<file path="config.mk">
export PLATFORM = sky130hd
export DESIGN_NAME = pec_event_counters
export DESIGN_NICKNAME = d
export VERILOG_FILES = /design/src/common/pec_pkg.sv /design/src/core/pec_event_counters.sv /design/src/core/pec_qual.sv /design/src/core/pec_counter.sv
export SDC_FILE = /design/constraint.sdc
export NUM_CORES = 1
export LEC_CHECK = 0
export BUFFER_PORTS_ARGS = -buffer_cell sky130_fd_sc_hd__buf_4
export CORE_MARGIN = 1
export CORE_UTILIZATION = 50
export CTS_BUF_LIST = sky130_fd_sc_hd__clkbuf_16
export CTS_CLUSTER_SIZE = 28
export DETAILED_ROUTE_END_ITERATION = 16
export PLACE_DENSITY = 0.71
export SLEW_MARGIN = 10
export SYNTH_ARGS = -nofsm -noshare
export SYNTH_HDL_FRONTEND = slang
export SYNTH_SLANG_ARGS = --single-unit
</file>
<file path="constraint.sdc">
create_clock -name core_clk_i -period 13.3 [get_ports core_clk_i]
set_input_delay 2.66 -clock core_clk_i [delete_from_list [all_inputs] [get_ports core_clk_i]]
set_output_delay 2.66 -clock core_clk_i [all_outputs]
set_load 0.005 [all_outputs]
</file>
<file path="src/common/pec_pkg.sv">
package pec_pkg;

  // register port
  localparam int unsigned PEC_ADDR_W = 12;
  localparam logic [11:0] PEC_CNT_BASE = 12'h0c1;
  localparam logic [11:0] PEC_ALIAS_BASE = 12'h4c1;
  localparam logic [11:0] PEC_EVTSEL_BASE = 12'h186;
  localparam logic [11:0] PEC_CAP_ADDR = 12'h345;
  localparam logic [11:0] PEC_AVAIL_ADDR = 12'h0fa;
  localparam int unsigned PEC_WORD_W = 32;
  localparam int unsigned PEC_RD_W = 64;

  // capability register
  localparam int unsigned PEC_CAP_WIDE_BIT = 13;

  // event select register layout
  localparam int unsigned PEC_EVT_LSB = 0;
  localparam int unsigned PEC_EVT_MSB = 7;
  localparam int unsigned PEC_UM_LSB = 8;
  localparam int unsigned PEC_UM_MSB = 15;
  localparam int unsigned PEC_EN_BIT = 22;
  localparam logic [31:0] PEC_EVTSEL_RST = 32'h0000_0000;

  // unit mask sub-fields, positions inside the unit mask byte (bit 15 is byte bit 7)
  localparam int unsigned PEC_UM_CORE_HI = 7;
  localparam int unsigned PEC_UM_CORE_LO = 6;
  localparam int unsigned PEC_UM_AGENT = 5;
  localparam int unsigned PEC_UM_PF_HI = 5;
  localparam int unsigned PEC_UM_PF_LO = 4;
  localparam int unsigned PEC_UM_COHERENCY_STATE_QUAL_HI = 3;
  localparam int unsigned PEC_UM_COHERENCY_STATE_QUAL_LO = 0;
  localparam logic [1:0] PEC_CORE_ALL = 2'h3;
  localparam logic [1:0] PEC_CORE_THIS = 2'h1;
  localparam logic [1:0] PEC_PF_ALL = 2'h3;
  localparam logic [1:0] PEC_PF_ONLY = 2'h1;
  localparam logic [1:0] PEC_PF_EXCL = 2'h0;

  // predefined events
  localparam int unsigned PEC_NUM_ARCH = 7;
  localparam logic [7:0] PEC_EV_CYCLES = 8'h3c;
  localparam logic [7:0] PEC_EV_INST = 8'hc0;
  localparam logic [7:0] PEC_EV_LLC = 8'h2e;
  localparam logic [7:0] PEC_EV_BR = 8'hc4;
  localparam logic [7:0] PEC_EV_BR_MISS = 8'hc5;
  localparam logic [7:0] PEC_UM_NONE = 8'h00;
  localparam logic [7:0] PEC_UM_REF = 8'h01;
  localparam logic [7:0] PEC_UM_LLC_REF = 8'h4f;
  localparam logic [7:0] PEC_UM_LLC_MISS = 8'h41;

  // model-specific events and their qualification classes
  localparam logic [7:0] PEC_EV_L2_LINES = 8'h24;
  localparam logic [7:0] PEC_EV_BUS_TRAN = 8'h70;
  localparam logic [7:0] PEC_EV_CORE_ONLY = 8'h10;
  localparam int unsigned PEC_CL_CORE = 0;
  localparam int unsigned PEC_CL_AGENT = 1;
  localparam int unsigned PEC_CL_PF = 2;
  localparam int unsigned PEC_CL_COHERENCY_STATE_QUAL = 3;
  localparam int unsigned PEC_CL_CONLY = 4;
  localparam int unsigned PEC_CL_W = 5;

  typedef enum logic [3:0] {
    PEC_LINE_I = 4'h1,
    PEC_LINE_S = 4'h2,
    PEC_LINE_E = 4'h4,
    PEC_LINE_M = 4'h8
  } pec_line_e;

  function automatic logic [PEC_CL_W-1:0] pec_class(input logic [7:0] evt);
    logic [PEC_CL_W-1:0] cl;
    cl = '0;
    case (evt)
      PEC_EV_L2_LINES: begin
        cl[PEC_CL_CORE] = 1'b1;
        cl[PEC_CL_PF] = 1'b1;
        cl[PEC_CL_COHERENCY_STATE_QUAL] = 1'b1;
      end
      PEC_EV_BUS_TRAN: begin
        cl[PEC_CL_CORE] = 1'b1;
        cl[PEC_CL_AGENT] = 1'b1;
      end
      PEC_EV_CORE_ONLY: cl[PEC_CL_CONLY] = 1'b1;
      default: cl = '0;
    endcase
    return cl;
  endfunction

endpackage

</file>
<file path="src/core/pec_event_counters.sv">
module pec_event_counters
  import pec_pkg::*;
#(
  parameter int unsigned NUM_CNT = 2,
  parameter int unsigned CNT_W = 48,
  parameter logic WIDE_WRITE = 1'b1,
  parameter logic [PEC_NUM_ARCH-1:0] EVT_UNAVAIL = 7'h00
) (
  // clock and reset
  input wire logic core_clk_i,
  input wire logic rst_i,
  // register port
  input wire logic reg_wr_i,
  input wire logic reg_rd_i,
  input wire logic [PEC_ADDR_W-1:0] reg_addr_i,
  input wire logic [31:0] low_input_word_i,
  input wire logic [31:0] high_input_word_i,
  output logic [PEC_RD_W-1:0] reg_rdata_o,
  output logic reg_rd_valid_o,
  // core state
  input wire logic in_c0_i,
  input wire logic halted_i,
  input wire logic stop_clock_pin_i,
  input wire logic thermal_throttle_first_i,
  input wire logic freq_switch_i,
  input wire logic ref_clk_i,
  // retirement events
  input wire logic inst_last_uop_i,
  input wire logic inst_rep_iter_i,
  input wire logic inst_fault_i,
  input wire logic vm_exit_i,
  input wire logic br_retire_i,
  input wire logic br_mispred_i,
  // cache events
  input wire logic llc_ref_i,
  input wire logic llc_miss_i,
  input wire logic llc_other_pf_i,
  // model-specific event occurrence
  input wire logic msp_event_i,
  input wire logic ev_this_core_i,
  input wire logic ev_this_agent_i,
  input wire logic ev_hwpf_i,
  input wire pec_line_e ev_line_i,
  // status
  output logic [PEC_NUM_ARCH-1:0] event_unavail_o
);

  // pin synchronisers: first stage feeds only the second
  logic stop_s1_reg;
  logic stop_s2_reg;
  logic ref_s1_reg;
  logic ref_s2_reg;
  logic ref_prev_reg;
  logic [31:0] evtsel_reg [NUM_CNT];
  logic [PEC_RD_W-1:0] rdata_reg;
  logic [PEC_RD_W-1:0] rdata_next;
  logic rd_valid_reg;
  logic [PEC_NUM_ARCH-1:0] unavail_reg;
  wire logic [CNT_W-1:0] cnt [NUM_CNT];
  wire logic [NUM_CNT-1:0] inc;
  wire logic core_run;
  wire logic ref_tick;
  wire logic inst_ok;
  wire logic [PEC_RD_W-1:0] cap_word;

  function automatic logic addr_is(input logic [PEC_ADDR_W-1:0] a, input logic [PEC_ADDR_W-1:0] base,
                                   input int unsigned idx);
    return a == (base + PEC_ADDR_W'(idx));
  endfunction

  always_ff @(posedge core_clk_i or posedge rst_i) begin
    if (rst_i) begin
      stop_s1_reg <= 1'b0;
      stop_s2_reg <= 1'b0;
      ref_s1_reg <= 1'b0;
      ref_s2_reg <= 1'b0;
      ref_prev_reg <= 1'b0;
    end else begin
      stop_s1_reg <= stop_clock_pin_i;
      stop_s2_reg <= stop_s1_reg;
      ref_s1_reg <= ref_clk_i;
      ref_s2_reg <= ref_s1_reg;
      ref_prev_reg <= ref_s2_reg;
    end
  end

  assign core_run = in_c0_i && !halted_i && !stop_s2_reg && !thermal_throttle_first_i && !freq_switch_i;
  // reference clock must run below half the core rate for every edge to be seen
  assign ref_tick = ref_s2_reg && !ref_prev_reg;
  // vm exit blocks; interrupts do not
  assign inst_ok = inst_last_uop_i && !inst_rep_iter_i && !inst_fault_i && !vm_exit_i;

  genvar gi;
  generate
    for (gi = 0; gi < NUM_CNT; gi++) begin : g_cnt
      wire logic [7:0] evt;
      wire logic [7:0] um;
      wire logic [PEC_NUM_ARCH-1:0] arch_hit;
      wire logic qual_pass;
      wire logic [PEC_CL_W-1:0] cls;
      wire logic legacy_wr;
      wire logic alias_wr;
      wire logic sel_wr;

      assign evt = evtsel_reg[gi][PEC_EVT_MSB:PEC_EVT_LSB];
      assign um = evtsel_reg[gi][PEC_UM_MSB:PEC_UM_LSB];
      assign cls = pec_class(evt);
      assign arch_hit[0] = (evt == PEC_EV_CYCLES) && (um == PEC_UM_NONE) && core_run;
      assign arch_hit[1] = (evt == PEC_EV_INST) && (um == PEC_UM_NONE) && inst_ok;
      assign arch_hit[2] = (evt == PEC_EV_CYCLES) && (um == PEC_UM_REF) && core_run && ref_tick;
      assign arch_hit[3] = (evt == PEC_EV_LLC) && (um == PEC_UM_LLC_REF) && llc_ref_i && !llc_other_pf_i;
      assign arch_hit[4] = (evt == PEC_EV_LLC) && (um == PEC_UM_LLC_MISS) && llc_miss_i && !llc_other_pf_i;
      assign arch_hit[5] = (evt == PEC_EV_BR) && (um == PEC_UM_NONE) && br_retire_i;
      assign arch_hit[6] = (evt == PEC_EV_BR_MISS) && (um == PEC_UM_NONE) && br_retire_i && br_mispred_i;

      pec_qual u_qual (
        .umask_i(um),
        .class_i(cls),
        .ev_this_core_i(ev_this_core_i),
        .ev_this_agent_i(ev_this_agent_i),
        .ev_hwpf_i(ev_hwpf_i),
        .ev_line_i(ev_line_i),
        .pass_o(qual_pass)
      );

      assign inc[gi] = evtsel_reg[gi][PEC_EN_BIT]
                       && ((|(arch_hit & ~EVT_UNAVAIL)) || ((|cls) && msp_event_i && qual_pass));

      assign legacy_wr = reg_wr_i && addr_is(reg_addr_i, PEC_CNT_BASE, gi);
      assign alias_wr = reg_wr_i && WIDE_WRITE && addr_is(reg_addr_i, PEC_ALIAS_BASE, gi);
      assign sel_wr = reg_wr_i && addr_is(reg_addr_i, PEC_EVTSEL_BASE, gi);

      always_ff @(posedge core_clk_i or posedge rst_i) begin
        if (rst_i) begin
          evtsel_reg[gi] <= PEC_EVTSEL_RST;
        end else if (sel_wr) begin
          evtsel_reg[gi] <= low_input_word_i;
        end
      end

      pec_counter #(
        .CNT_W(CNT_W)
      ) u_counter (
        .core_clk_i(core_clk_i),
        .rst_i(rst_i),
        .legacy_wr_i(legacy_wr),
        .alias_wr_i(alias_wr),
        .low_input_word_i(low_input_word_i),
        .high_input_word_i(high_input_word_i),
        .inc_i(inc[gi]),
        .cnt_o(cnt[gi])
      );
    end
  endgenerate

  assign cap_word = PEC_RD_W'(WIDE_WRITE) << PEC_CAP_WIDE_BIT;

  always_comb begin
    rdata_next = '0;
    if (reg_addr_i == PEC_CAP_ADDR) begin
      rdata_next = cap_word;
    end
    if (reg_addr_i == PEC_AVAIL_ADDR) begin
      rdata_next = PEC_RD_W'(EVT_UNAVAIL);
    end
    for (int i = 0; i < NUM_CNT; i++) begin
      if (addr_is(reg_addr_i, PEC_CNT_BASE, i) || (WIDE_WRITE && addr_is(reg_addr_i, PEC_ALIAS_BASE, i))) begin
        rdata_next = {{(PEC_RD_W-CNT_W){cnt[i][CNT_W-1]}}, cnt[i]};
      end
      if (addr_is(reg_addr_i, PEC_EVTSEL_BASE, i)) begin
        rdata_next = PEC_RD_W'(evtsel_reg[i]);
      end
    end
  end

  always_ff @(posedge core_clk_i or posedge rst_i) begin
    if (rst_i) begin
      rdata_reg <= '0;
      rd_valid_reg <= 1'b0;
      unavail_reg <= '0;
    end else begin
      rdata_reg <= reg_rd_i ? rdata_next : rdata_reg;
      rd_valid_reg <= reg_rd_i;
      unavail_reg <= EVT_UNAVAIL;
    end
  end

  assign reg_rdata_o = rdata_reg;
  assign reg_rd_valid_o = rd_valid_reg;
  assign event_unavail_o = unavail_reg;

  // checks on counter 0
  wire logic [7:0] evt0 = evtsel_reg[0][PEC_EVT_MSB:PEC_EVT_LSB];
  wire logic [7:0] um0 = evtsel_reg[0][PEC_UM_MSB:PEC_UM_LSB];
  wire logic en0 = evtsel_reg[0][PEC_EN_BIT];
  wire logic wr0 = reg_wr_i && (addr_is(reg_addr_i, PEC_CNT_BASE, 0) || addr_is(reg_addr_i, PEC_ALIAS_BASE, 0));
  wire logic [PEC_CL_W-1:0] cls0 = pec_class(evt0);
endmodule // pec_event_counters

</file>
<file path="src/core/pec_qual.sv">
module pec_qual
  import pec_pkg::*;
(
  // selection
  input wire logic [7:0] umask_i,
  input wire logic [PEC_CL_W-1:0] class_i,
  // occurrence attributes
  input wire logic ev_this_core_i,
  input wire logic ev_this_agent_i,
  input wire logic ev_hwpf_i,
  input wire pec_line_e ev_line_i,
  // result
  output logic pass_o
);

  wire logic [1:0] core_sel;
  wire logic [1:0] pf_sel;
  wire logic core_only;
  wire logic core_ok;
  wire logic agent_ok;
  wire logic pf_ok;
  wire logic coherency_state_qual_ok;

  assign core_sel = umask_i[PEC_UM_CORE_HI:PEC_UM_CORE_LO];
  assign pf_sel = umask_i[PEC_UM_PF_HI:PEC_UM_PF_LO];
  assign core_only = class_i[PEC_CL_CONLY];
  assign core_ok = !class_i[PEC_CL_CORE] || core_only || (core_sel == PEC_CORE_ALL)
                   || ((core_sel == PEC_CORE_THIS) && ev_this_core_i);
  assign agent_ok = !class_i[PEC_CL_AGENT] || core_only || umask_i[PEC_UM_AGENT] || ev_this_agent_i;
  assign pf_ok = !class_i[PEC_CL_PF] || class_i[PEC_CL_AGENT] || (pf_sel == PEC_PF_ALL)
                 || ((pf_sel == PEC_PF_ONLY) && ev_hwpf_i) || ((pf_sel == PEC_PF_EXCL) && !ev_hwpf_i);
  assign coherency_state_qual_ok = !class_i[PEC_CL_COHERENCY_STATE_QUAL] || (|(umask_i[PEC_UM_COHERENCY_STATE_QUAL_HI:PEC_UM_COHERENCY_STATE_QUAL_LO] & ev_line_i));
  assign pass_o = core_ok && agent_ok && pf_ok && coherency_state_qual_ok;

endmodule // pec_qual

</file>
<file path="src/core/pec_counter.sv">
module pec_counter
  import pec_pkg::*;
#(
  parameter int unsigned CNT_W = 48
) (
  // clock and reset
  input wire logic core_clk_i,
  input wire logic rst_i,
  // writes
  input wire logic legacy_wr_i,
  input wire logic alias_wr_i,
  input wire logic [31:0] low_input_word_i,
  input wire logic [31:0] high_input_word_i,
  // counting
  input wire logic inc_i,
  output logic [CNT_W-1:0] cnt_o
);

  logic [CNT_W-1:0] cnt_reg;
  logic [CNT_W-1:0] cnt_next;
  wire logic [CNT_W-1:0] legacy_val;
  wire logic [CNT_W-1:0] alias_val;
  wire logic [CNT_W-1:0] one;

  assign one = {{(CNT_W-1){1'b0}}, 1'b1};
  assign legacy_val = {{(CNT_W-PEC_WORD_W){low_input_word_i[PEC_WORD_W-1]}}, low_input_word_i};
  assign alias_val = {high_input_word_i[CNT_W-PEC_WORD_W-1:0], low_input_word_i};
  // a write in the same cycle as an event takes precedence; that event is dropped
  assign cnt_next = alias_wr_i ? alias_val : legacy_wr_i ? legacy_val : inc_i ? cnt_reg + one : cnt_reg;

  always_ff @(posedge core_clk_i or posedge rst_i) begin
    if (rst_i) begin
      cnt_reg <= '0;
    end else begin
      cnt_reg <= cnt_next;
    end
  end

  assign cnt_o = cnt_reg;

endmodule // pec_counter

</file>
# After elaboration in Yosys (flattened, before gate mapping)
# Cells that the tools add are included.
# op_classes
addsub	2
eq_ne	38
mux	20
bitwise	2
reduce_logical	126
# op_table
op	count
two-way mux 64 bit	5
two-way mux 48 bit	6
adder 48 x 1 -> 48 bit, second input constant	2
logical AND 1 bit	68
equality test 8 x 6 -> 1 bit, second input constant	6
equality test 8 x 7 -> 1 bit, second input constant	6
equality test 8 bit, second input constant	6
equality test 12 x 8 -> 1 bit, second input constant	3
logical OR 1 bit	26
equality test 12 x 11 -> 1 bit, second input constant	2
equality test 12 x 9 -> 1 bit, second input constant	2
logical NOT 1 bit	18
equality test 8 x 1 -> 1 bit, second input constant	2
equality test 8 x 5 -> 1 bit, second input constant	2
logical NOT 8 bit	2
two-way mux 14 bit	1
OR reduction 7 bit	2
equality test 12 x 10 -> 1 bit, second input constant	1
OR reduction 5 bit	2
bitwise AND 4 bit	2
equality test 2 x 1 -> 1 bit, second input constant	4
equality test 2 bit, second input constant	4
OR reduction 4 bit	2
two-way mux 1 bit	6
4 further kinds	8
# word_totals
reg_bits	230
input_bits	103
output_inout_bits	72

# Longest topological paths before layout
# logic_depth
ltp_word	16
mapped_depth	9
mapped_depth_nobuf	7

# By module
# From an unflattened synthesis, not the netlist that was laid out.
# unflattened
hier_cells	1277
hier_area_um2	12454.4
# modules_own_cells
module	instances	cells_each	area_per_inst_um2	seq_area_each_um2
pec_counter	2	380	3186.8	1201.2
pec_event_counters	1	495	5943.2	2952.8
pec_qual	2	11	68.8	0.0

# Least setup slack after synthesis
# Ideal clock, no wire load.
# synth_path
path_type	input to register
from	in reg_addr_i[3]
to	reg evtsel_reg[0] (netlist bit)
arrival_time_ns	4.729
slack_ns	8.443
stages	6
n_path_buf	1
path_cell_list	or4_1 -> or3_1 -> nor4_2 -> nand2_1 -> buf_2 -> mux2_1
# synth_via
elab_chain_cells	2
# synth_rtl
item	line_no	source
from (decl)	pec_event_counters.sv:15	input wire logic [PEC_ADDR_W-1:0] reg_addr_i,
equality test 12 x 9 -> 1 bit	pec_event_counters.sv:68	return a == (base + PEC_ADDR_W'(idx));
logical AND 1 bit	pec_event_counters.sv:131	assign sel_wr = reg_wr_i && addr_is(reg_addr_i, PEC_EVTSEL_BASE, gi);
to (signal, indexed assignment)	pec_event_counters.sv:137	evtsel_reg[gi] <= low_input_word_i;
to (decl)	pec_event_counters.sv:54	logic [31:0] evtsel_reg [NUM_CNT];
# No other way between the ends.
# A chain may end at the register's enable or synchronous reset.

# Final worst setup path
# layout_path
from	in reg_addr_i[3]
to	reg g_cnt[1].u_counter.cnt_reg[42]
# layout_via
elab_chain_cells	4
elab_cells_between_ends	7
cone_classes	eq/ne (2); mux (2); reduce/logical (3)
# layout_rtl
item	line_no	source
equality test 12 x 8 -> 1 bit	pec_event_counters.sv:68	
logical AND 1 bit	pec_event_counters.sv:129	assign legacy_wr = reg_wr_i && addr_is(reg_addr_i, PEC_CNT_BASE, gi);
two-way mux 48 bit (2 in series)	pec_counter.sv:29	assign cnt_next = alias_wr_i ? alias_val : legacy_wr_i ? legacy_val : inc_i ? cnt_reg + one : cnt_reg;
to (signal assigned)	pec_counter.sv:35	cnt_reg <= cnt_next;
to (decl)	pec_counter.sv:19	logic [CNT_W-1:0] cnt_reg;
# Several ways; a longest one is shown, not always the timed one.

==> impl_table.tex <==
\begin{tabular}{lr}
\hline
Metric & Value \\
\hline
\multicolumn{2}{l}{\textbf{Outcome}} \\
Status & completed \\
\multicolumn{2}{l}{\textbf{Yosys}} \\
Cell Area, Synth & 0.01165 mm2 \\
Cell types with the largest area share after synthesis & sky130\_fd\_sc\_hd\_\_dfrtp\_1 (46\%), sky130\_fd\_sc\_hd\_\_a22oi\_1 (5.2\%), sky130\_fd\_sc\_hd\_\_a21oi\_1 (5.0\%), sky130\_fd\_sc\_hd\_\_nor2\_1 (4.6\%), sky130\_fd\_sc\_hd\_\_mux2\_1 (4.1\%) \\
Prevailing post-synth register cell & sky130\_fd\_sc\_hd\_\_dfrtp\_1 \\
Synthesized area per cell & 9.788 um2 \\
Most instantiated library cell after synthesis & sky130\_fd\_sc\_hd\_\_dfrtp\_1 \\
EDFF count, synth & 0 \\
Number of synthesis warnings & 0 \\
Most instantiated cells after synthesis & sky130\_fd\_sc\_hd\_\_dfrtp\_1 (214), sky130\_fd\_sc\_hd\_\_nor2\_1 (142), sky130\_fd\_sc\_hd\_\_a21oi\_1 (117) \\
Post-synthesis sequential area ratio & 45.98\% \\
Number of different library cells in the post-synthesis netlist & 70 \\
Seq cells post-synth & 214 \\
Synthesized instance count & 1190 \\
Share of the synthesized area in the top cell type & 45.98\% \\
Async set-reset flop share out of synthesis & 100.0\% \\
Biggest area consumer among synthesized cells & sky130\_fd\_sc\_hd\_\_dfrtp\_1 \\
\multicolumn{2}{l}{\textbf{Die}} \\
Die outline height & 154.6 um \\
Die width & 154.6 um \\
Number of I/O pins & 175 \\
Die ar. & 0.02391 mm2 \\
Core area & 0.02271 mm2 \\
Number of cell rows & 55 \\
Starting Density & 51.29\% \\
\multicolumn{2}{l}{\textbf{Global routing}} \\
Total congestion overflow & 0 \\
Overall routing resource usage & 27.87\% \\
Number of antenna violations at the first check in global routing & 0 \\
Vias in the first global route & 9805 \\
Global-route wire length before repair & 52820 um \\
Pin count of the biggest net entering global routing & 101 \\
\multicolumn{2}{l}{\textbf{STA}} \\
Setup repair after global routing missed its margin & no \\
Number of endpoints failing setup at the final stage & 0 \\
F\_max & 0.1889 GHz \\
Final Max Tran Viols & 0 \\
Worst slew pin tran & 1221 ps \\
Worst Skew & 15.60 ps \\
Setup TNS after final layout & 0 ps \\
Min cycle time layout & 5295 ps \\
Final worst-path cycle share & 39.81\% \\
Number of failing hold endpoints at the final stage & 0 \\
Worst hold-check slack & 346.1 ps \\
Max-Slew Margin vs Limit & 18.63\% \\
\multicolumn{2}{l}{\textbf{Finish}} \\
Number of nets in the layout & 1393 \\
Number of flip-flops under the largest register name & 96 \\
Diode insertion count for antenna repair & 0 \\
Final-layout fill cell count & 1984 \\
Share of post-route cells with drive strength above 1 & 19.25\% \\
Area growth from synthesis to layout & 17.09\% \\
\multicolumn{2}{l}{\textbf{Critical path}} \\
CP Data Arrival Time & 5650 ps \\
Critical path type & primary input to flop \\
CP Cell Sequence & buf\_4 > or4\_1 > or4\_1 > nor2\_4 > buf\_4 > nand2\_2 > buf\_4 > a211oi\_1 > a21oi\_1 \\
Worst path max stage delay & 630 ps \\
Critical Path RT & 13650 ps \\
CP dominant cell by count & sky130\_fd\_sc\_hd\_\_buf\_4 \\
Start point of the critical path & reg\_addr\_i[3] \\
Crit path max fanout & 92 \\
Slowest library cell on the worst path & sky130\_fd\_sc\_hd\_\_or4\_1 \\
Worst r2r src & g\_cnt[0].u\_counter.cnt\_o[3]\$\_DFFE\_PP0P\_ \\
Capturing point of the worst reg2reg path & g\_cnt[0].u\_counter.cnt\_o[41]\$\_DFFE\_PP0P\_ \\
Flop-to-flop setup slack & 9700 ps \\
Worst setup endpoint & g\_cnt[1].u\_counter.cnt\_o[42]\$\_DFFE\_PP0P\_ \\
Nature of the critical path endpoint & flop \\
Worst Setup Start Kind & primary input \\
Number of cells on the worst reg-to-reg path & 6 \\
\multicolumn{2}{l}{\textbf{Detailed routing}} \\
Iteration count of the initial detailed-routing pass & 7 \\
DRC violation count after routing & 0 \\
Routed wirelength normalized by instance count & 20.70 um \\
Total routed wirelength & 32890 um \\
Via Count & 9959 \\
Number of nets still failing antenna checks after routing & 0 \\
Iteration-0 DRC count of the detailed router & 939 \\
Per-cell via count in the routed design & 6.267 \\
\multicolumn{2}{l}{\textbf{Run}} \\
Maxcap violations & 0 \\
\multicolumn{2}{l}{\textbf{CTS}} \\
Clk sinks & 214 \\
Post-CTS setup-driven buffer insertion count & 0 \\
Buffer cell driving the clock tree root & sky130\_fd\_sc\_hd\_\_clkbuf\_16 \\
Total CTS buffers & 24 \\
Clock-pin slew on the worst setup and hold paths & 60 ps \\
Clk buf depth & 3 \\
Post-CTS Hold Fix Bufs & 0 \\
PostCTS Resize Cnt & 0 \\
Clock tree from TritonCTS & built \\
Clock network latency to the later pin of the worst-skew pair & 520 ps \\
Total number of H-tree levels & 1 \\
\multicolumn{2}{l}{\textbf{Power and ir drop}} \\
Internal & 1.091 mW \\
Post-layout power & 1.424 mW \\
Switching Fraction & 23.37\% \\
Gate power share & 6.8\% \\
Sequential cell fraction of total power & 47.8\% \\
Clock group share of total power & 45.4\% \\
Power Density & 104.4 mW/mm2 \\
Sw power & 0.3327 mW \\
Leak Pwr & 5.996 nW \\
Peak ir drop on the vdd network & 0.07950 mV \\
\multicolumn{2}{l}{\textbf{Placed design}} \\
Weighted congestion reported at the end of routability-driven placement & 0.9110 \\
PortBufs & 151 \\
HPWL reported at the end of detailed placement & 21120 um \\
\multicolumn{2}{l}{\textbf{Hold path}} \\
Kind of path behind the tightest hold check & flop to flop \\
\hline
\end{tabular}
[worst max-delay path: cells and delay by family]
kind,cells,cell delay (ps)
buf+inv,3,1050
compound gates,2,410
simple gates,4,1390
[cell type report]
| type | count | area [um2] | area share [%] |
|---|---|---|---|
| Multi-Input combinational cell | 873 | 5873 | 43.06 |
| Inverter | 8 | 37.54 | 0.2752 |
| Clock inverter | 17 | 136.4 | 1.000 |
| Sequential cell | 214 | 5355 | 39.27 |
| Timing Repair Buffer | 167 | 1254 | 9.193 |
| Clock buffer | 25 | 625.6 | 4.587 |
| Tap cell | 285 | 356.6 | 2.615 |
[power groups by stage]
stage,registers [mW],logic [mW],clock network (mW)
finish,0.681,0.0964,0.646
global route,0.683,0.107,0.685
CTS,0.681,0.0980,0.655
detailed placement,0.692,0.0976,0
global placement,0.692,0.0966,0
floorplan,0.690,0.0432,0
[layout by cell type (no fill, tap or decap), types with 10 or more instances in the layout]
cell type	netlist	layout
sky130_fd_sc_hd__a22oi_1	81	81
sky130_fd_sc_hd__a211oi_1	21	21
sky130_fd_sc_hd__inv_1	8	12
sky130_fd_sc_hd__buf_4	23	167
sky130_fd_sc_hd__mux2_2	25	25
sky130_fd_sc_hd__xor2_1	49	49
sky130_fd_sc_hd__nand2_1	42	40
sky130_fd_sc_hd__a31oi_1	36	36
sky130_fd_sc_hd__a21oi_1	117	117
sky130_fd_sc_hd__nand4_1	44	44
sky130_fd_sc_hd__nand3_1	45	45
sky130_fd_sc_hd__dfrtp_1	214	214
sky130_fd_sc_hd__clkbuf_16	0	25
sky130_fd_sc_hd__mux2_1	42	42
sky130_fd_sc_hd__and3_1	34	34
sky130_fd_sc_hd__a21o_1	10	10
sky130_fd_sc_hd__xnor2_1	42	42
sky130_fd_sc_hd__nor2_1	142	140
[logic make-up after synthesis]
family	count (synthesis)	share of synthesized area, %
simple gates	389	17.23
compound gates	310	18.18
flops	214	45.98
buf+inv	109	4.447
xor+xnor	91	6.843
mux	74	7.079
fa+ha+maj	2	0.2148
other cells	1	0.03220
[worst min-delay path by stage]
stage,start,end,cells after the start
floorplan,ref_s1_reg$_DFF_PP0_,ref_s2_reg$_DFF_PP0_,0
global placement,stop_s1_reg$_DFF_PP0_,stop_s2_reg$_DFF_PP0_,0
detailed placement,stop_s1_reg$_DFF_PP0_,stop_s2_reg$_DFF_PP0_,0
CTS,stop_s1_reg$_DFF_PP0_,stop_s2_reg$_DFF_PP0_,0
global route,stop_s1_reg$_DFF_PP0_,stop_s2_reg$_DFF_PP0_,0
finish,stop_s1_reg$_DFF_PP0_,stop_s2_reg$_DFF_PP0_,0
[metal layers]
layer	global-route usage, %	vias to the layer above	wire length, um
li1	-	4577	-
met1	37.03	4902	13760
met2	46.35	413	16050
met3	3.783	67	2060
met4	10.80	0	1023
met5	0	-	0
[metrics by stage]
step	instances	cell area [um2]	setup WS, ps	util (%)
6_report	1589	13640	8005	60.06
5_1_grt	1589	13640	7814	60.06
4_1_cts	1589	13640	8058	60.06
3_5_place_dp	1547	12880	7534	56.70
3_3_place_gp	1547	12880	7595	56.70
2_1_floorplan	1196	11670	4789	-
(Power assumes the default switching activity.)
